==> src/pkg/spi_pkg.sv <==
// Constants, field layouts and types for the pointer interpreter.
package spi_pkg;

	// Pointer bytes of one frame as delivered by the upstream framer.
	typedef struct packed {
		logic [7:0] h1;     // First pointer byte: flag, size bits, MSBs.
		logic [7:0] h2;     // Second pointer byte: offset LSBs.
	} spi_ptr_t;

	// Software configuration bits held in the configuration register.
	typedef struct packed {
		logic rdi_insert_enable;        // Alarms request remote defect.
		logic illegal_detect_disable;   // Mutes illegal change detection.
		logic invalid_count_reset_enable; // Accept clears invalid run.
		logic ndf_range_ignore_enable;  // Flag-enabled skips range test.
		logic spacing_check_disable;    // Drops the adjustment spacing.
		logic size_check_disable;       // Drops the size bit check.
	} spi_cfg_t;

	// Interpreter states.
	typedef enum logic [1:0] {
		st_normal,
		st_path_ais,
		pointer_loss_state
	} spi_state_t;

	// Field positions inside the pointer bytes.
	localparam int NDF_MSB   = 7;
	localparam int NDF_LSB   = 4;
	localparam int SS_MSB    = 3;
	localparam int SS_LSB    = 2;

	// Pointer value limits and patterns.
	localparam logic [9:0] MAX_OFFSET   = 10'h30E;  // 782.
	localparam logic [9:0] ZERO_OFFSET  = 10'h000;
	localparam logic [1:0] SS_PATTERN   = 2'h2;     // Binary 10.
	localparam logic [7:0] ALL_ONES     = 8'hFF;

	// Run lengths of the consecutive-indication counters.
	localparam int AIS_RUN      = 3;
	localparam int INV_RUN      = 8;
	localparam int NDF_RUN      = 8;
	localparam int NEWP_RUN     = 3;
	localparam int RUN_W        = 4;
	localparam logic [2:0] ADJ_SPACING = 3'h3;      // Frames.
	localparam logic [1:0] EXIT_LAST   = 2'h2;      // Third frame of exit.

	// Register bus layout.
	localparam int ADDR_W = 3;
	localparam int DATA_W = 16;
	localparam logic [ADDR_W-1:0] CFG_ADDR    = 3'h0;
	localparam logic [ADDR_W-1:0] STATUS_ADDR = 3'h1;
	localparam logic [ADDR_W-1:0] STATE_ADDR  = 3'h2;
	localparam logic [ADDR_W-1:0] OFFSET_ADDR = 3'h3;
	localparam spi_cfg_t CFG_RESET = 6'h00;
	localparam int STATUS_W = 5;

	// Status bit positions (sticky, cleared by reading).
	localparam int ST_INV_NDF  = 0;
	localparam int ST_INV_PTR  = 1;
	localparam int ST_NEW_PTR  = 2;
	localparam int ST_DISCONT  = 3;
	localparam int ST_ILLEGAL  = 4;

endpackage

==> src/spi_run_counter.sv <==
// Saturating counter of consecutive per-frame indications.
module spi_run_counter #(
	parameter int unsigned W     = 4,
	parameter int unsigned LIMIT = 3
) (
	input  wire logic         clock,
	input  wire logic         reset,
	input  wire logic         frame,
	input  wire logic         clear,
	input  wire logic         hit,
	input  wire logic         restart,
	output logic [W-1:0]      count,
	output logic              done
);

	// Present run length and its next value.
	logic [W-1:0] cnt_q;
	logic [W-1:0] cnt_d;
	logic         at_limit;

	assign at_limit = (cnt_q == W'(LIMIT));

	// The run completes in the frame that brings the count to its limit.
	assign done = frame & hit & ~restart & (cnt_q == W'(LIMIT - 1));
	assign count = cnt_q;

	// A clear wins; a miss ends the run; a restart begins a new run at one.
	always_comb begin
		cnt_d = cnt_q;
		if (clear) begin
			cnt_d = '0;
		end else if (frame) begin
			if (restart) begin
				cnt_d = W'(1);
			end else if (hit) begin
				cnt_d = at_limit ? cnt_q : cnt_q + W'(1);
			end else begin
				cnt_d = '0;
			end
		end
	end

	// Counter register.
	always_ff @(posedge clock) begin
		if (reset) begin
			cnt_q <= '0;
		end else begin
			cnt_q <= cnt_d;
		end
	end

endmodule

==> src/spi_pointer_interp.sv <==
// Receive pointer interpreter with state machine and register port.
//
// Summary of operation
// - Three states, moved by runs of indications.
// - Single valid flag-enabled frame leaves path alarm.
// - Decode five enabled and five disabled flag codes.
// - Other six flag codes report invalid flag.
// - Both pointer bytes all ones means alarm.
// - Normal pointer: disabled flag, size, equal offset.
// - Flag-enabled needs range unless ignored; out of range never stored.
// - Justification needs majority, spacing over three frames.
// - New pointer: in range, differs; invalid unless also justification.
// - Invalid pointer when no other indication.
// - Size bits 10; size and spacing checks optional.
// - Static out-of-range justification withholds pointer loss.
// - Enabled then two disabled equal pointers exit loss.
// - Three identical new pointers replace active offset.
// - Three all-ones frames enter path alarm.
// - Eight invalid or, from normal only, eight flag-enabled enter loss.
// - Justification in normal steps offset, keeps state.
// - Identical new pointers win; optionally clear invalid run.
// - State change clears runs except flag-enabled run.
// - Third identical pointer reports discontinuity; events reported.
// - Early justification flagged illegal; can be disabled.
// - Alarms on outputs; optional remote defect request.
// - Active offset locates overhead; software readable.
module spi_pointer_interp
	import spi_pkg::*;
(
	input  wire logic                      clock,
	input  wire logic                      reset,
	input  wire logic                      frame_strobe,
	input  spi_pkg::spi_ptr_t              ptr_bytes,
	input  wire logic [spi_pkg::ADDR_W-1:0] reg_addr,
	input  wire logic [spi_pkg::DATA_W-1:0] reg_wdata,
	input  wire logic                      reg_write,
	input  wire logic                      reg_read,
	output logic [spi_pkg::DATA_W-1:0]     reg_rdata,
	output logic [9:0]                     active_offset,
	output logic                           offset_valid,
	output logic                           path_alarm_indication,
	output logic                           pointer_loss,
	output logic                           rdi_request
);

	// Returns one for the five enabled new data flag codes.
	function automatic logic ndf_is_enabled(input logic [3:0] code);
		case (code)
			4'h9, 4'h1, 4'hD, 4'hB, 4'h8: ndf_is_enabled = 1'b1;
			default: ndf_is_enabled = 1'b0;
		endcase
	endfunction

	// Returns one for the five disabled new data flag codes.
	function automatic logic ndf_is_disabled(input logic [3:0] code);
		case (code)
			4'h6, 4'hE, 4'h2, 4'h4, 4'h7: ndf_is_disabled = 1'b1;
			default: ndf_is_disabled = 1'b0;
		endcase
	endfunction

	// Returns one when at least three of five bits are set.
	function automatic logic majority5(input logic [4:0] b);
		logic [2:0] sum;
		sum = 3'({2'h0, b[0]}) + 3'({2'h0, b[1]}) + 3'({2'h0, b[2]})
			+ 3'({2'h0, b[3]}) + 3'({2'h0, b[4]});
		majority5 = (sum >= 3'h3);
	endfunction

	// Registers of the interpreter.
	spi_state_t           state_q, state_d;       // Interpreter state.
	logic [9:0]           active_q, active_d;     // Accepted offset.
	logic [9:0]           prev_ptr_q;             // Last received value.
	logic [9:0]           last_new_q;             // Last new pointer value.
	logic [9:0]           cand_q;                 // Loss-exit candidate.
	logic [1:0]           seq_q, seq_d;           // Loss-exit progress.
	logic [2:0]           since_adj_q;            // Frames since adjustment.
	spi_cfg_t             cfg_q;                  // Configuration bits.
	logic [STATUS_W-1:0]  status_q;               // Sticky event bits.
	logic [DATA_W-1:0]    rdata_q;                // Read data register.

	// Fields of the received pointer.
	logic [3:0] ndf;
	logic [1:0] ss;
	logic [9:0] ptr;
	logic [4:0] i_inv, d_inv;
	assign ndf   = ptr_bytes.h1[NDF_MSB:NDF_LSB];
	assign ss    = ptr_bytes.h1[SS_MSB:SS_LSB];
	assign ptr   = {ptr_bytes.h1[1:0], ptr_bytes.h2};
	assign i_inv = {ptr[9], ptr[7], ptr[5], ptr[3], ptr[1]}
		^ {active_q[9], active_q[7], active_q[5], active_q[3], active_q[1]};
	assign d_inv = {ptr[8], ptr[6], ptr[4], ptr[2], ptr[0]}
		^ {active_q[8], active_q[6], active_q[4], active_q[2], active_q[0]};

	// Basic classification of the frame.
	logic ndf_en, ndf_dis, ndf_bad, ss_ok, in_range, same_as_active;
	logic inc_req, dec_req, spaced_raw, spaced;
	assign ndf_en   = ndf_is_enabled(ndf);
	assign ndf_dis  = ndf_is_disabled(ndf);
	assign ndf_bad  = ~ndf_en & ~ndf_dis;
	assign ss_ok    = cfg_q.size_check_disable | (ss == SS_PATTERN);
	assign in_range = (ptr <= MAX_OFFSET);
	assign same_as_active = (ptr == active_q);
	assign inc_req  = majority5(i_inv) & ~majority5(d_inv);
	assign dec_req  = majority5(d_inv) & ~majority5(i_inv);
	// The counter holds the frames passed since the last adjustment frame,
	// less one, so reaching the spacing means more than three frames ago.
	assign spaced_raw = (since_adj_q >= ADJ_SPACING);
	assign spaced   = cfg_q.spacing_check_disable | spaced_raw;

	// Per-frame indications.
	logic norm_point, ndf_enable, all_ones_ind, inc_ind, dec_ind;
	logic new_point, inv_point, lop_hold, illegal_change;
	assign norm_point   = ndf_dis & ss_ok & same_as_active;
	assign ndf_enable   = ndf_en & ss_ok
		& (in_range | cfg_q.ndf_range_ignore_enable);
	assign all_ones_ind = (ptr_bytes.h1 == ALL_ONES)
		& (ptr_bytes.h2 == ALL_ONES);
	assign inc_ind = ndf_dis & ss_ok & inc_req & spaced;
	assign dec_ind = ndf_dis & ss_ok & dec_req & spaced;
	assign new_point = ndf_dis & ss_ok & in_range
		& ~same_as_active;
	// New pointers fall into this set unless they also raise inc_ind or dec_ind.
	assign inv_point = ~(norm_point | ndf_enable | all_ones_ind
		| inc_ind | dec_ind);
	// A static out-of-range justification request does not feed the run.
	assign lop_hold = ~in_range & (ptr == prev_ptr_q)
		& (inc_req | dec_req);
	assign illegal_change = ndf_dis & ss_ok & (inc_req | dec_req)
		& ~spaced_raw & ~cfg_q.illegal_detect_disable;

	// Run counters; a state change clears all but the flag-enabled run.
	logic state_change, clr_inv;
	logic newp_hit, newp_restart, identical_changed_pointer;
	logic ais_done, inv_done, ndf_done;
	logic [RUN_W-1:0] newp_count;
	assign state_change = (state_d != state_q);
	assign newp_hit     = new_point;
	assign newp_restart = new_point & (newp_count != '0)
		& (ptr != last_new_q);
	assign clr_inv = state_change | (identical_changed_pointer
		& cfg_q.invalid_count_reset_enable);

	// Consecutive all-ones frames.
	spi_run_counter #(.W(RUN_W), .LIMIT(AIS_RUN)) u_ais_run (
		.clock   (clock),
		.reset   (reset),
		.frame   (frame_strobe),
		.clear   (state_change),
		.hit     (all_ones_ind),
		.restart (1'b0),
		.count   (),
		.done    (ais_done)
	);

	// Consecutive invalid pointers.
	spi_run_counter #(.W(RUN_W), .LIMIT(INV_RUN)) u_inv_run (
		.clock   (clock),
		.reset   (reset),
		.frame   (frame_strobe),
		.clear   (clr_inv),
		.hit     (inv_point & ~lop_hold),
		.restart (1'b0),
		.count   (),
		.done    (inv_done)
	);

	// Consecutive flag-enabled frames; kept across state changes.
	spi_run_counter #(.W(RUN_W), .LIMIT(NDF_RUN)) u_ndf_run (
		.clock   (clock),
		.reset   (reset),
		.frame   (frame_strobe),
		.clear   (1'b0),
		.hit     (ndf_enable),
		.restart (1'b0),
		.count   (),
		.done    (ndf_done)
	);

	// Consecutive identical new pointers.
	spi_run_counter #(.W(RUN_W), .LIMIT(NEWP_RUN)) u_newp_run (
		.clock   (clock),
		.reset   (reset),
		.frame   (frame_strobe),
		.clear   (state_change),
		.hit     (newp_hit),
		.restart (newp_restart),
		.count   (newp_count),
		.done    (identical_changed_pointer)
	);

	// Loss-exit sequence: flag-enabled, then two disabled, same value.
	logic exit_match, lop_exit;
	assign exit_match = ndf_dis & ss_ok & (ptr == cand_q);
	assign lop_exit = (seq_q == EXIT_LAST) & exit_match;

	// Advances the loss-exit sequence once per frame.
	always_comb begin
		seq_d = seq_q;
		if (frame_strobe) begin
			if (ndf_en & ss_ok & in_range) begin
				seq_d = 2'h1;
			end else if ((seq_q != 2'h0) & exit_match & ~lop_exit) begin
				seq_d = seq_q + 2'h1;
			end else begin
				seq_d = 2'h0;
			end
		end
	end

	// Next state and active offset, evaluated only on the frame strobe.
	always_comb begin
		state_d  = state_q;
		active_d = active_q;
		if (frame_strobe) begin
			if (identical_changed_pointer) begin
				state_d  = st_normal;
				active_d = ptr;
			end else begin
				case (state_q)
					st_normal: begin
						if (ais_done) begin
							state_d = st_path_ais;
						end else if (inv_done | ndf_done) begin
							state_d = pointer_loss_state;
						end else if (ndf_enable & in_range) begin
							active_d = ptr;
						end else if (inc_ind) begin
							active_d = (active_q == MAX_OFFSET) ?
								ZERO_OFFSET : active_q + 10'h001;
						end else if (dec_ind) begin
							active_d = (active_q == ZERO_OFFSET) ?
								MAX_OFFSET : active_q - 10'h001;
						end
					end
					st_path_ais: begin
						if (ndf_enable & in_range) begin
							state_d  = st_normal;
							active_d = ptr;
						end else if (inv_done) begin
							state_d = pointer_loss_state;
						end
					end
					pointer_loss_state: begin
						if (ais_done) begin
							state_d = st_path_ais;
						end else if (lop_exit) begin
							state_d  = st_normal;
							active_d = cand_q;
						end
					end
					default: begin
						state_d = pointer_loss_state;
					end
				endcase
			end
		end
	end

	// State, offset and per-frame history registers.
	always_ff @(posedge clock) begin
		if (reset) begin
			state_q     <= pointer_loss_state;
			active_q    <= ZERO_OFFSET;
			prev_ptr_q  <= ZERO_OFFSET;
			last_new_q  <= ZERO_OFFSET;
			cand_q      <= ZERO_OFFSET;
			seq_q       <= 2'h0;
			since_adj_q <= ADJ_SPACING;  // No adjustment seen yet: spaced.
		end else begin
			state_q <= state_d;
			active_q <= active_d;
			seq_q <= seq_d;
			if (frame_strobe) begin
				prev_ptr_q <= ptr;
				if (new_point) begin
					last_new_q <= ptr;
				end
				if (ndf_en & ss_ok & in_range) begin
					cand_q <= ptr;
				end
				if (ndf_enable | inc_ind | dec_ind) begin
					since_adj_q <= 3'h0;
				end else if (~spaced_raw) begin
					since_adj_q <= since_adj_q + 3'h1;
				end
			end
		end
	end

	// Register decode.
	logic wr_cfg, rd_status;
	assign wr_cfg    = reg_write & (reg_addr == CFG_ADDR);
	assign rd_status = reg_read & (reg_addr == STATUS_ADDR);

	// Events of this frame that set sticky status bits.
	logic [STATUS_W-1:0] status_set;
	assign status_set[ST_INV_NDF] = frame_strobe & ndf_bad;
	assign status_set[ST_INV_PTR] = frame_strobe & inv_point;
	assign status_set[ST_NEW_PTR] = frame_strobe & new_point
		& ~identical_changed_pointer;
	assign status_set[ST_DISCONT] = frame_strobe
		& identical_changed_pointer;
	assign status_set[ST_ILLEGAL] = frame_strobe & illegal_change;

	// Read multiplexer; unmapped addresses read as zero.
	logic [DATA_W-1:0] rd_sel;
	assign rd_sel =
		(reg_addr == CFG_ADDR)    ? DATA_W'(cfg_q) :
		(reg_addr == STATUS_ADDR) ? DATA_W'(status_q) :
		(reg_addr == STATE_ADDR)  ? DATA_W'({pointer_loss,
			path_alarm_indication, state_q}) :
		(reg_addr == OFFSET_ADDR) ? DATA_W'(active_q) :
		'0;

	// Configuration, sticky status and read data registers.
	// A new event in the cycle of a status read survives the clear.
	always_ff @(posedge clock) begin
		if (reset) begin
			cfg_q    <= CFG_RESET;
			status_q <= '0;
			rdata_q  <= '0;
		end else begin
			if (wr_cfg) begin
				cfg_q <= spi_cfg_t'(reg_wdata[$bits(spi_cfg_t)-1:0]);
			end
			status_q <= (rd_status ? '0 : status_q) | status_set;
			rdata_q  <= reg_read ? rd_sel : '0;
		end
	end

	// Outputs toward software, alarm port and overhead extraction.
	assign reg_rdata = rdata_q;
	assign active_offset = active_q;
	assign offset_valid  = (state_q == st_normal);
	assign path_alarm_indication = (state_q == st_path_ais);
	assign pointer_loss = (state_q == pointer_loss_state);
	assign rdi_request  = cfg_q.rdi_insert_enable
		& (path_alarm_indication | pointer_loss);

endmodule

==> config.mk <==
export PLATFORM = sky130hd
export DESIGN_NAME = spi_pointer_interp
export DESIGN_NICKNAME = d
export VERILOG_FILES = /design/src/pkg/spi_pkg.sv /design/src/spi_run_counter.sv /design/src/spi_pointer_interp.sv
export SDC_FILE = /design/constraint.sdc
export NUM_CORES = 1
export LEC_CHECK = 0
export ABC_AREA = 0
export BUFFER_PORTS_ARGS = -buffer_cell sky130_fd_sc_hd__buf_2
export CORE_ASPECT_RATIO = 0.7
export CORE_MARGIN = 5
export CORE_UTILIZATION = 50
export CTS_CLUSTER_SIZE = 20
export DETAILED_ROUTE_END_ITERATION = 8
export GPL_ROUTABILITY_DRIVEN = 0
export PLACE_DENSITY = 0.7
export SETUP_SLACK_MARGIN = 0.05
export SYNTH_ARGS = -nofsm -noshare
export SYNTH_HDL_FRONTEND = slang
export SYNTH_SLANG_ARGS = --single-unit
==> constraint.sdc <==
create_clock -name clock -period 4.7 [get_ports clock]
set_input_delay 0.235 -clock clock [delete_from_list [all_inputs] [get_ports clock]]
set_output_delay 0.235 -clock clock [all_outputs]
set_load 0.02 [all_outputs]
Word level (Yosys, flattened, before mapping)
Index checks and enable logic that the tools add are counted.
{ "totals": {"ff_bits": 90, "in_bits": 40, "out_inout_bits": 30, "wordCells": 224} }
{ "op_classes": {"addsub": 16, "order_cmp": 4, "eq_ne": 44, "n_mux": 41, "bitwise_logic": 77, "reduce_logical": 21} }
{ "op_table": {"columns": ["operator", "count"], "rows": [
  ["two-way mux 10 bit", 11],
  ["bitwise AND 1 bit", 46],
  ["two-way mux 4 bit", 9],
  ["equality test 10 bit", 3],
  ["one-hot mux 10 bit (3 select lines)", 1],
  ["equality test 4 bit (second input constant)", 7],
  ["two-way mux 6 bit", 4],
  ["equality test 4 x 2 -> 1 bit (second input constant)", 5],
  ["equality test 4 x 3 -> 1 bit (second input constant)", 5],
  ["two-way mux 2 bit", 10],
  ["adder 4 x 1 -> 4 bit (second input constant)", 4],
  ["equality test 8 bit (second input constant)", 2],
  ["inverter 1 bit", 15],
  ["OR reduction 5 bit", 3],
  ["AND reduction 2 bit", 7],
  ["OR 1 bit", 13],
  ["adder 3 x 1 -> 3 bit", 4],
  ["adder 10 x 1 -> 10 bit (second input constant)", 1],
  ["equality test 10 bit (second input constant)", 1],
  ["less-or-equal comparator 10 bit (second input constant)", 1],
  ["zero test 10 bit", 1],
  ["!= test 10 bit", 1],
  ["subtractor 10 x 1 -> 10 bit (second input constant)", 1],
  ["bitwise XOR 5 bit", 2],
  ["29 further kinds", 46]
]} }

Longest topological paths before layout
Gate-level depths: netlist of the first run.
{ "logic_depth": {"word_depth": 25, "mapped_depth": 19, "depth_no_buf": 17} }

Hierarchy
Synthesis of the first run repeated with hierarchy kept, for this count alone.
{ "hier_totals": {"hier_cells": 704, "hier_area_um2": 5795.6} }
{ "modules_own_cells": {"columns": ["module", "instances", "cells_each", "area_per_inst_um2", "seq_area_each_um2"], "rows": [
  ["spi_pointer_interp", 1, 576, 4704.5, 1361.3],
  ["spi_run_counter at u_inv_run ...", 2, 33, 282.8, 80.1],
  ["spi_run_counter at u_ais_run ...", 2, 31, 262.8, 80.1]
]} }

Worst setup path after synthesis of the first run
OpenSTA, ideal clock, no wires.
{ "synth_path": {"path_kind": "flip-flop to flip-flop", "start": "register active_q[1] (netlist: active_offset[1])", "end": "register u_ais_run.cnt_q[0] (netlist: u_ais_run.count[0])", "setup_time_ns": 0.092, "t_arrival_ns": 4.289, "required_ns": 4.608, "slack_ns": 0.319, "path_stages_with_launch": 17, "n_path_buf": 2, "synth_period_minus_slack_ns": 4.381, "cell_sequence": "dfxtp_1 clkbuf_1 xor2_1 fa_1 inv_1 fa_1 inv_1 ha_1 a21oi_1 ha_1 nor2_1 o32ai_1 a211oi_4 a311o_2 o211a_1 buf_6 nor4_1"} }
{ "synth_between": {"elab_chain_cells": 23, "word_cells_on_any_way": 44, "cone_classes": "add/sub (4); order compare (1); eq/ne (2); mux (7); bitwise (29); reduce/logical (1)"} }
{ "synth_rtl": {"columns": ["item", "line_no", "text"], "rows": [
  ["start: declaration", "spi_pointer_interp.sv:72", "logic [9:0] active_q, active_d;"],
  ["start signal: assignment", "spi_pointer_interp.sv:272", "active_q <= active_d;"],
  ["bitwise XOR 5 bit", "spi_pointer_interp.sv:91", "^ {active_q[9], active_q[7], active_q[5], active_q[3], active_q[1]};"],
  ["adder 1 x 1 -> 2 bit", "spi_pointer_interp.sv:65", "sum = 3'({2'h0, b[0]}) + 3'({2'h0, b[1]}) + 3'({2'h0, b[2]})"],
  ["adder 2 x 1 -> 3 bit", "spi_pointer_interp.sv:65", null],
  ["adder 3 x 1 -> 3 bit (2 in a row)", "spi_pointer_interp.sv:66", "+ 3'({2'h0, b[3]}) + 3'({2'h0, b[4]});"],
  ["greater-or-equal comparator 3 x 2 -> 1 bit", "spi_pointer_interp.sv:67", "majority5 = (sum >= 3'h3);"],
  ["bitwise AND 1 bit or inverter 1 bit (tied branches)", "spi_pointer_interp.sv:104, spi_pointer_interp.sv:105", null],
  ["bitwise AND 1 bit, on equally long branches", "spi_pointer_interp.sv:119, spi_pointer_interp.sv:105", null],
  ["bitwise AND 1 bit, on equally long branches", "spi_pointer_interp.sv:119, spi_pointer_interp.sv:120", null],
  ["[6 not listed]", null, null],
  ["OR 1 bit", "spi_pointer_interp.sv:224", "end else if (inv_done | ndf_done) begin"],
  ["two-way mux 2 bit", "spi_pointer_interp.sv:224", null],
  ["two-way mux 2 bit", "spi_pointer_interp.sv:222", "if (ais_done) begin"],
  ["one-hot mux 2 bit (3 select lines)", "spi_pointer_interp.sv:220", "case (state_q)"],
  ["two-way mux 2 bit (*)", "spi_pointer_interp.sv:216", "if (identical_changed_pointer) begin"],
  ["two-way mux 2 bit (*)", "spi_pointer_interp.sv:215", "if (frame_strobe) begin"],
  ["!= test 2 bit (*)", "spi_pointer_interp.sv:137", "assign state_change = (state_d != state_q);"],
  ["OR reduction 2 bit (no line) (*)", null, null],
  ["end signal: assignment", "spi_run_counter.sv:48", "cnt_q <= cnt_d;"],
  ["end: declaration", "spi_run_counter.sv:17", "logic [W-1:0] cnt_q;"]
]} }
Mark *: on every way between the ends. The rest lies on a longest branch, timed or not.
A chain may end at the register's enable or synchronous reset.

Worst setup path in the final report of the first run
{ "layout_path": {"start": "register active_q[0] (netlist: active_offset[0])", "end": "register active_q[2] (netlist: active_offset[2])"} }
{ "layout_between": {"elab_chain_cells": 19, "word_cells_on_any_way": 56, "cone_classes": "add/sub (6); order compare (1); eq/ne (8); mux (9); bitwise (29); reduce/logical (3)"} }
{ "layout_rtl": {"columns": ["item", "line_no", "text"], "rows": [
  ["bitwise XOR 5 bit", "spi_pointer_interp.sv:93", "^ {active_q[8], active_q[6], active_q[4], active_q[2], active_q[0]};"],
  ["adder 1 x 1 -> 2 bit", "spi_pointer_interp.sv:65", null],
  ["adder 2 x 1 -> 3 bit", "spi_pointer_interp.sv:65", null],
  ["adder 3 x 1 -> 3 bit (2 in a row)", "spi_pointer_interp.sv:66", null],
  ["greater-or-equal comparator 3 x 2 -> 1 bit", "spi_pointer_interp.sv:67", null],
  ["inverter 1 bit", "spi_pointer_interp.sv:104", "assign inc_req = majority5(i_inv) & ~majority5(d_inv);"],
  ["bitwise AND 1 bit", "spi_pointer_interp.sv:104", null],
  ["bitwise AND 1 bit (2 in a row)", "spi_pointer_interp.sv:119", "assign inc_ind = ndf_dis & ss_ok & inc_req & spaced;"],
  ["OR 1 bit (2 in a row)", "spi_pointer_interp.sv:125", "| inc_ind | dec_ind);"],
  ["inverter 1 bit", "spi_pointer_interp.sv:124", "assign inv_point = ~(norm_point | ndf_enable | all_ones_ind"],
  ["bitwise AND 1 bit", "spi_pointer_interp.sv:162", ".hit (inv_point & ~lop_hold),"],
  ["bitwise AND 1 bit (2 in a row)", "spi_run_counter.sv:24", "assign done = frame & hit & ~restart & (cnt_q == W'(LIMIT - 1));"],
  ["OR 1 bit", "spi_pointer_interp.sv:224", null],
  ["!= test 3 bit (no line)", null, null],
  ["AND reduction 8 bit (no line)", null, null]
]} }
Several ways; a longest one is shown, not always the timed one. The select of a mux whose other input is x is not followed.

==> results of run 1 <==
state kept, by name, indices dropped and copies added, names as in the netlist:
| name | flops |
|---|---|
| last_new_q | 10 |
| status_q | 5 |
| cfg_q | 6 |
| since_adj_q | 3 |
| u_newp_run.count | 4 |
| reg_rdata | 10 |
| active_offset | 10 |
| seq_q | 2 |
| prev_ptr_q | 10 |
| u_ais_run.count | 4 |
| state_q | 2 |
| u_inv_run.count | 4 |
| u_ndf_run.count | 4 |
| cand_q | 10 |
through the flow:
step	util, %	setup WS (ps)	cell area [um2]	std cells	hold slack (ps)
final	57.3	495	6330	882	134
after global routing	57.3	182	6330	882	133
after CTS	57.3	356	6330	882	132
after detailed placement	54.6	279	6040	867	468
after global placement	54.6	321	6040	867	467
after floorplan	-	319	5670	693	374
critical path, delay by kind of cell, from the launching register on:
family	cells	cell delay, ps
AOI/OAI and AO/OA	3	650
adders and majority gates	4	1320
DFF	1	320
xor gates and xnor gates	1	210
and+or+nand+nor	4	1420
buffers and inverters	3	180
path summary, 6_finish.rpt:
path	to	startpoint	slack, ps	depth (start not counted)
min reg2reg	reg_rdata[5]$_SDFF_PP0_	cfg_q[5]$_SDFFE_PP0P_	470	2
max	active_offset[2]$_SDFFE_PP0P_	active_offset[0]$_SDFFE_PP0P_	500	15
max reg2reg	active_offset[2]$_SDFFE_PP0P_	active_offset[0]$_SDFFE_PP0P_	500	15
min	cfg_q[0]$_SDFFE_PP0P_	reg_wdata[0]	130	3
Yosys cell counts (all sizes together), types with 18 or more instances:
cell    instances
nor3           21
mux2i          43
o21ai          22
dfxtp          84
nand2          39
xor2           32
buf            18
nor2           82
a21oi          32
clkbuf         34
inv            34
nor4           24
ha             25
cells by family (layout without fill, tap and decap cells):
kind of cell | Yosys count | after routing | share of synthesized area [%]
adders and majority gates | 29 | 29 | 6.95
AOI/OAI and AO/OA | 157 | 157 | 20.2
other | 1 | 6 | 0.0663
muxes | 43 | 43 | 7.61
xor gates and xnor gates | 48 | 48 | 7.43
and+or+nand+nor | 239 | 239 | 21.3
buffers and inverters | 87 | 123 | 6.75
DFF | 84 | 84 | 29.7
cell type report:
cell class	instances	area share, %
clock inverters	5	0.968
multi-input cells	522	57.2
inverters	35	2.07
well taps	153	3.02
clock buffers	10	3.62
repair buffers	73	6.56
flip-flops and latches	84	26.6
per-layer routing:
layer  vias up  wire length [um]  global-route usage (%)
met3        25              1480                    5.56
li1       2562                 -                       -
met5         -                 0                       0
met4         0               228                    7.13
met2       270              7170                    36.2
met1      2587              7810                    35.7
power by group through the flow:
stage | Combinational [mW] | Clock [mW] | Sequential (mW)
after floorplan | 0.266 | 0 | 0.764
after global placement | 0.358 | 0 | 0.764
after detailed placement | 0.367 | 0 | 0.765
after CTS | 0.370 | 0.714 | 0.749
after global routing | 0.412 | 0.749 | 0.752
final | 0.380 | 0.702 | 0.749
==> metrics.txt, run 1 <==
unrepaired setup endpoints after global routing no; Worst Path Arrival 4440 ps; Mean Syn Cell Area 8.22 um2; Die Y 99.0 um; most used cell, CP inv_1; Clock Pin Slew Worst Setup and Hold Paths 60 ps; vias in the first global route 5038; Data required, critical path 4940 ps; Synth Instances 688; grt ovf 0; worst skew pair latency 340 ps; Detailed Place HPWL 12.2 mm; drt total wl 16.7 mm; Synth area leaders dfxtp_1 30%, mux2i_1 7.6%, ha_1 5.5%, nor2_1 5.4%, xor2_1 5.0%; drt first pass iters 6; commonest non-fill, non-tap cell in the layout dfxtp_1; final setup vio count 0; CP max FO 7; Max Fclk 238 MHz; vias per std cell 6.17; worst hold-check path type primary input to flop; initial antenna violation count 0; Seq. cell area 1680 um2; leading area contributor after synthesis dfxtp_1; CTS tree yes; clk sink count 84; nets 794; Worst setup EP type flop; CORE AREA 11100 um2; Leakage 2.67 nW; I/O pin count 70; register area share after synthesis 29.7%; Crit Path Category flop to flop; Die X 137 um; cells along the critical path xor2_1 -> fa_1 -> inv_1 -> fa_1 -> inv_1 -> ha_1 -> a21o_1 -> inv_1 -> ha_1 -> nor2_1 -> nor3_1 -> a221oi_1 -> nor4_1 -> nor2_1 -> o31ai_1; number of CTS-inserted buffers 9; number of synthesized register bits 84; Final Hold Violating Endpoints 0; Main synth FF type dfxtp_1; residual DRC count 0; clock root buffer clkbuf_16; Comb pwr share 20.7%; Initial Utilization 51.2%; internal power 1.29 mW; hold buffers post-CTS 0; Setup TNS Final 0 ps; slowest CP cell nor4_1; P per Cell Area 289 nW/um2; Clock power frac 38.3%; Vias 5444; Post-synth EDFFs 0; number of nets with antenna violations after routing 0; Synth cell types 69; Rows 32; Area Overhead vs Synth 12.0%; crit-path max cell delay 850 ps; fillcell total 1023; max-cap viol count 0; Multi-input gate area 3620 um2; I/O Buffers 53; Worst setup SP type flop; Initial DRC Count 500; largest net degree at the start of global routing 41; crit path time final 4200 ps; CTS resizes 0; share of power burned in registers 40.9%; VDD IR max 0.000182 V; n_diodes 0; status finished clean; Pwr Total 1.83 mW; commonest non-fill, non-tap cells in the layout 84 x dfxtp_1, 82 x nor2_1, 53 x buf_2; H-tree Lvls 3; top-area cell type share of the netlist area 29.7%; Yosys warning total 0; Net Sw Power 0.544 mW; worst slew pin tran 1120 ps; Die ar. 13600 um2; final slew viol count 0; postcts setup bufs 0; layout cell share with drive strength beyond 1 14.5%; clock skew 6.68 ps; Rel. slew slack 25.2%; GR Util All Layers 24.5%; Switching Share 29.7%; clock buffer depth 2; DR WL/cell 18.9 um; synthesized area 5660 um2; first-pass GRT wire length 26.5 mm; ys async rst share 0%; Tcrit/Tclk final 89.5%
Power figures use the tool's default switching activity.
==> run 2: changes to the inputs <==
==> constraint.sdc (replaced) <==
create_clock -name clock -period 5.3 [get_ports clock]
set_input_delay 0.265 -clock clock [delete_from_list [all_inputs] [get_ports clock]]
set_output_delay 0.265 -clock clock [all_outputs]
set_load 0.02 [all_outputs]
==> run 2 against run 1 <==
  * Fmax is 7.8% lower
  * Power down 11%
  * Sequential share of layout area increased by 0.36 points
  * First-iteration DRC count up 21%
  * Sequential power down 11%
  * Wire length fell by 5.5%
  * Register-to-register slack better by 240 ps
  * Hold slack improved by 35 ps
  * Via count down 2.7%
  * Worst setup slack better by 240 ps
  * Die area did not move
  * Critical path type unchanged
==> metrics.txt, run 2 (synthesis gave the netlist of run 1 again) <==
status finished clean; Tcrit/Tclk final 86.1%; commonest non-fill, non-tap cell in the layout dfxtp_1; I/O Buffers 53; I/O pin count 70; Placement Cell Area 5950 um2; clock buffer depth 2; Crit Path Category flop to flop; number of CTS-inserted buffers 9; commonest non-fill, non-tap cells in the layout 84 x dfxtp_1, 82 x nor2_1, 53 x buf_2; drt first pass iters 5; Area Overhead vs Synth 10.5%; Die X 137 um; Data required, critical path 5550 ps; worst skew pair latency 340 ps; vias per std cell 6.08; VDD IR max 0.000172 V; max-cap viol count 0; first-pass GRT wire length 25.3 mm; n_diodes 0; Die Y 99.0 um; Max Fclk 219 MHz; final core utilization 56.6%; number of nets with antenna violations after routing 0; Worst setup EP type flop; Leakage 2.63 nW; Hold WS 170 ps; GR Util All Layers 23.3%; Vias 5295; dpl cells 855; CORE AREA 11100 um2; final setup vio count 0; Final Hold Violating Endpoints 0; CP max FO 12; H-tree Lvls 3; Rel. slew slack 28.7%; P per Cell Area 261 nW/um2; residual DRC count 0; largest net degree at the start of global routing 64; worst slew pin tran 1070 ps; final slew viol count 0; clk sink count 84; Worst Path Arrival 4810 ps; drt total wl 15.8 mm; Rows 32; Detailed Place HPWL 11.4 mm; Die ar. 13600 um2; crit path time final 4560 ps; Clock Pin Slew Worst Setup and Hold Paths 60 ps; layout cell share with drive strength beyond 1 13.1%; unrepaired setup endpoints after global routing no; CTS resizes 0; Initial Utilization 51.2%; fillcell total 1064; Worst setup SP type flop; postcts setup bufs 0; worst hold-check path type primary input to flop; clock root buffer clkbuf_16; Setup TNS Final 0 ps; hold buffers post-CTS 0; clock skew 8.23 ps; initial antenna violation count 0; CTS tree yes; nets 782; DR WL/cell 18.1 um; Initial DRC Count 604; Non-Filler Instances 871; Design Area, Final 6250 um2; grt ovf 0; vias in the first global route 5017
-- run 2: cell count changes in the layout (fill, tap and decap cells not counted), sizes merged --
cell	before	now
clkbuf	10	11
clkinvlp	3	1
buf	73	61
clkinv	1	3
-- run 2: area by class of cell --
cell class / instances / area [um2] / area share, %
Clock buffer: 11 / 243 / 3.88
Clock inverter: 5 / 60.1 / 0.961
Inverter: 35 / 131 / 2.10
Multi-Input combinational cell: 522 / 3620 / 57.9
Sequential cell: 84 / 1680 / 26.9
Tap cell: 153 / 191 / 3.06
Timing Repair Buffer: 61 / 325 / 5.21
-- run 2: critical path, cell delays in order, from the launching register on --
cell	delay [ps]
dfxtp_1	590
xor2_1	220
fa_1	570
inv_1	50
fa_1	350
inv_1	90
ha_1	230
a21oi_1	200
ha_1	310
nand3b_1	170
nor4_1	390
a211oi_4	130
a311o_2	470
o211a_1	370
nor4_1	310
-- run 2: stage by stage --
step | power (mW) | setup slack [ps]
6_report | 1.63 | 738
5_1_grt | 1.70 | 391
4_1_cts | 1.63 | 758
3_5_place_dp | 0.994 | 793
3_3_place_gp | 0.986 | 853
2_1_floorplan | 0.914 | 919
-- run 2: per-layer routing --
| metal | track usage (%) | up-vias | routed length (um) |
|---|---|---|---|
| met5 | 0 | - | 0 |
| met4 | 6.37 | 0 | 235 |
| met3 | 5.87 | 29 | 1340 |
| met2 | 34.9 | 226 | 6820 |
| met1 | 33.3 | 2505 | 7380 |
| li1 | - | 2535 | - |
-- run 2: worst paths after layout --
path,startpoint,end,slack (ps),cells past startpoint
worst max register to register,active_offset[1]$_SDFFE_PP0P_,u_inv_run.count[3]$_SDFFE_PP0P_,740,14
worst min register to register,cfg_q[5]$_SDFFE_PP0P_,reg_rdata[5]$_SDFF_PP0_,480,2
worst max-delay path,active_offset[1]$_SDFFE_PP0P_,u_inv_run.count[3]$_SDFFE_PP0P_,740,14
worst min-delay path,reg_wdata[4],cfg_q[4]$_SDFFE_PP0P_,170,3
-- run 2: power breakdown --
part | total, mW | switching (mW) | internal [mW]
combinational | 0.319 | 0.196 | 0.123
sequential | 0.669 | 0.0207 | 0.649
clock | 0.640 | 0.260 | 0.380
total | 1.63 | 0.477 | 1.15
==> run 3: changes to the inputs <==
--- a/config.mk
+++ b/config.mk
@@ -17,4 +17,6 @@
 export SETUP_SLACK_MARGIN = 0.05
 export SYNTH_ARGS = -nofsm -noshare
 export SYNTH_HDL_FRONTEND = slang
+export SYNTH_HIERARCHICAL = 1
 export SYNTH_SLANG_ARGS = --single-unit
+export TNS_END_PERCENT = 50
==> constraint.sdc (replaced) <==
create_clock -name clock -period 4.7 [get_ports clock]
set_input_delay 0.235 -clock clock [delete_from_list [all_inputs] [get_ports clock]]
set_output_delay 0.235 -clock clock [all_outputs]
set_load 0.02 [all_outputs]
==> run 3 against run 2 <==
  * The flow now finishes with violations (negative setup slack)
  * Power rose by 24%
  * Sequential power up 13%
  * Combinational power increased by 71%
  * Clock power increased by 13%
  * Via count is 5.9% higher
  * Sequential share of layout area fell by 2.3 points
  * Wire length increased by 7.3%
  * Utilization up 5.2 points
  * Global-route usage grew 0.56 points
  * Worst setup slack got worse by 950 ps
  * Non-clock buffer count is 32 higher
  * Die area up 2.3%
==> metrics.txt, run 3 <==
status finished, violations left; failing checks negative setup slack; Mean Syn Cell Area 8.23 um2; crit path time final 4910 ps; Die ar. 13900 um2; unrepaired setup endpoints after global routing yes; Initial Utilization 51.9%; GR Util All Layers 23.9%; Die X 139 um; Crit Path Category flop to flop; initial antenna violation count 0; final setup vio count 22; H-tree Lvls 3; first-pass GRT wire length 26.9 mm; XOR/XNOR Fraction of Synth Area 6.80%; Die Y 100 um; CORE AREA 11200 um2; VDD IR max 0.000201 V; I/O Buffers 53; largest net degree at the start of global routing 37; cells along the critical path xor2_4 -> fa_1 -> inv_1 -> fa_2 -> inv_2 -> ha_1 -> a21o_1 -> ha_2 -> nor2_4 -> or4_4 -> o31ai_4 -> nor3_2 -> o21a_1 -> nor4bb_4 -> and3_4 -> nor2_2 -> nand2_1 -> a31oi_1 -> o32a_1 -> nand4_1 -> o2111ai_2 -> a21o_1 -> or2_4 -> a31oi_1; Synth Instances 704; simple-gate area share of the yosys netlist 26.0%; Data required, critical path 4970 ps; drt total wl 16.9 mm; final slew viol count 0; worst slew pin tran 1100 ps; dpl cells 919; Worst Path Arrival 5180 ps; hold_sp reg_wdata[0]; Synth cell types 75; max-cap viol count 0; multiplexer area fraction after synthesis 7.34%; vias per std cell 5.97; slowest CP cell fa_1; Leakage 2.78 nW; number of synthesized register bits 84; Detailed Place HPWL 12.4 mm; internal power 1.39 mW; Max Fclk 204 MHz; vias in the first global route 5200; nets 849; I/O pin count 70; drt first pass iters 6; share of power burned in registers 37.4%; Setup TNS Final -2840 ps; Main synth FF type dfxtp_1; synthesized area 5800 um2; CP startpoint active_offset[2]$_SDFFE_PP0P_; number of CTS-inserted buffers 9; Switching Share 31.3%; Final Hold Violating Endpoints 0; worst skew pair latency 340 ps; Synth Area in Compound Gates 17.3%; Critical R2R Launch active_offset[2]$_SDFFE_PP0P_; Comb pwr share 26.9%; Hold WS 126 ps; top-area cell type share of the netlist area 29.0%; commonest non-fill, non-tap cell in the layout dfxtp_1; Worst setup SP type flop; largest family of logic cells by synthesized area simple AND/OR/NAND/NOR gates; leading area contributor after synthesis dfxtp_1; CTS tree yes; clock root buffer clkbuf_16; Clock power frac 35.6%; Tcrit/Tclk final 104%; Worst Setup Slack post-DPL -263 ps; Setup WS post-layout -208 ps; Net Sw Power 0.634 mW; hold buffers post-CTS 0; Area Overhead vs Synth 19.0%; layout cell share with drive strength beyond 1 22.3%; Clock Pin Slew Worst Setup and Hold Paths 60 ps; Non-Filler Instances 939; residual DRC count 0; clock buffer depth 2; clk sink count 84; Yosys warning total 6; Post-synth EDFFs 0; register area share after synthesis 29.0%; grt ovf 0; ys async rst share 0%; Rel. slew slack 26.3%; DR WL/cell 18.0 um; Initial DRC Count 725; post-synthesis adder-cell area fraction 6.56%; number of nets with antenna violations after routing 0; clock skew 9.36 ps; worst hold-check path type primary input to flop; Rows 32; commonest non-fill, non-tap cells in the layout 79 x dfxtp_1, 61 x nor2_1, 55 x nand2_1; Synth area leaders dfxtp_1 29%, mux2i_1 6.6%, ha_1 5.2%, xor2_1 4.5%, nor2_1 4.1%; crit-path max cell delay 540 ps; Vias 5609; CP max FO 4; P per Cell Area 294 nW/um2; Worst setup EP type flop; most numerous cell in the Yosys netlist dfxtp_1; n_diodes 0; top cells by instance count after synthesis 84 x dfxtp_1, 64 x nor2_1, 55 x nand2_1
run 3: cell count changes after synthesis, sizes merged, moves of 5 or more:
cell | before | now
nand2 | 39 | 55
nor4 | 24 | 15
clkbuf | 34 | 21
a31oi | 5 | 15
nand4b | 2 | 11
buf | 18 | 31
or3 | 2 | 12
nor3 | 21 | 11
mux2i | 43 | 38
nor2 | 82 | 64
o21bai | 5 | 0
nand3 | 14 | 36
run 3: final timing paths:
path / cells past startpoint / endpoint / slack (ps)
setup reg to reg: 24 / u_inv_run/count[3]$_SDFFE_PP0P_ / -210
hold reg to reg: 2 / reg_rdata[5]$_SDFF_PP0_ / 480
hold / removal: 3 / cfg_q[0]$_SDFFE_PP0P_ / 130
setup / recovery: 24 / u_inv_run/count[3]$_SDFFE_PP0P_ / -210
run 3: power by group through the flow:
stage               registers [mW]  clock network, mW  logic [mW]
floorplan                    0.773                  0       0.345
global placement             0.772                  0       0.473
detailed placement           0.773                  0       0.488
CTS                          0.757              0.733       0.516
global route                 0.761              0.765       0.589
finish                       0.759              0.723       0.546
run 3: area by class of cell:
| cell class | count | area [um2] |
|---|---|---|
| fill | 962 | 4270 |
| multi-input combinational | 556 | 3990 |
| sequential | 84 | 1700 |
| timing repair buffer | 93 | 578 |
| clock buffer | 10 | 239 |
| tap | 153 | 191 |
| inverter | 37 | 139 |
| clock inverter | 6 | 62.6 |
run 3: per-layer routing:
| metal | up-vias | part of all wire (%) | GRT usage, % |
|---|---|---|---|
| met5 | - | 0 | 0 |
| met4 | 0 | 1.6 | 6.69 |
| met3 | 32 | 9.2 | 5.62 |
| met2 | 285 | 43 | 35.5 |
| met1 | 2638 | 46 | 34.8 |
| li1 | 2654 | - | - |
run 3: logic make-up (layout without fill, tap and decap cells):
kind of cell / after synthesis / after routing
AND/OR/NAND/NOR: 278 / 278
AO/OA/AOI/OAI: 137 / 137
buffers and inverters: 89 / 146
flip-flops: 84 / 84
XOR/XNOR: 45 / 45
multiplexers: 42 / 42
adder cells (fa/ha/maj): 28 / 28
other: 1 / 26
run 3: repair_timing:
action	in CTS	in global routing
pin swaps	9	5
setup endpoints to repair	22	22
buffers inserted	3	1
gates resized for setup	6	9
run 3: through the flow:
step | area [um2] | utilization [%] | total power [mW]
6_report | 6900 | 61.7 | 2.03
5_1_grt | 6900 | 61.7 | 2.12
4_1_cts | 6850 | 61.3 | 2.01
3_5_place_dp | 6490 | 58.1 | 1.26
3_3_place_gp | 6490 | 58.1 | 1.24
2_1_floorplan | 6040 | - | 1.12
run 3: worst max-delay path, delay by kind of cell (launching register included):
family                   cells  cell delay, ps
flip-flops                   1             380
XOR/XNOR                     1             160
buffers and inverters        2             120
adder cells (fa/ha/maj)      4            1330
AND/OR/NAND/NOR              9            1370
AO/OA/AOI/OAI                8            1480
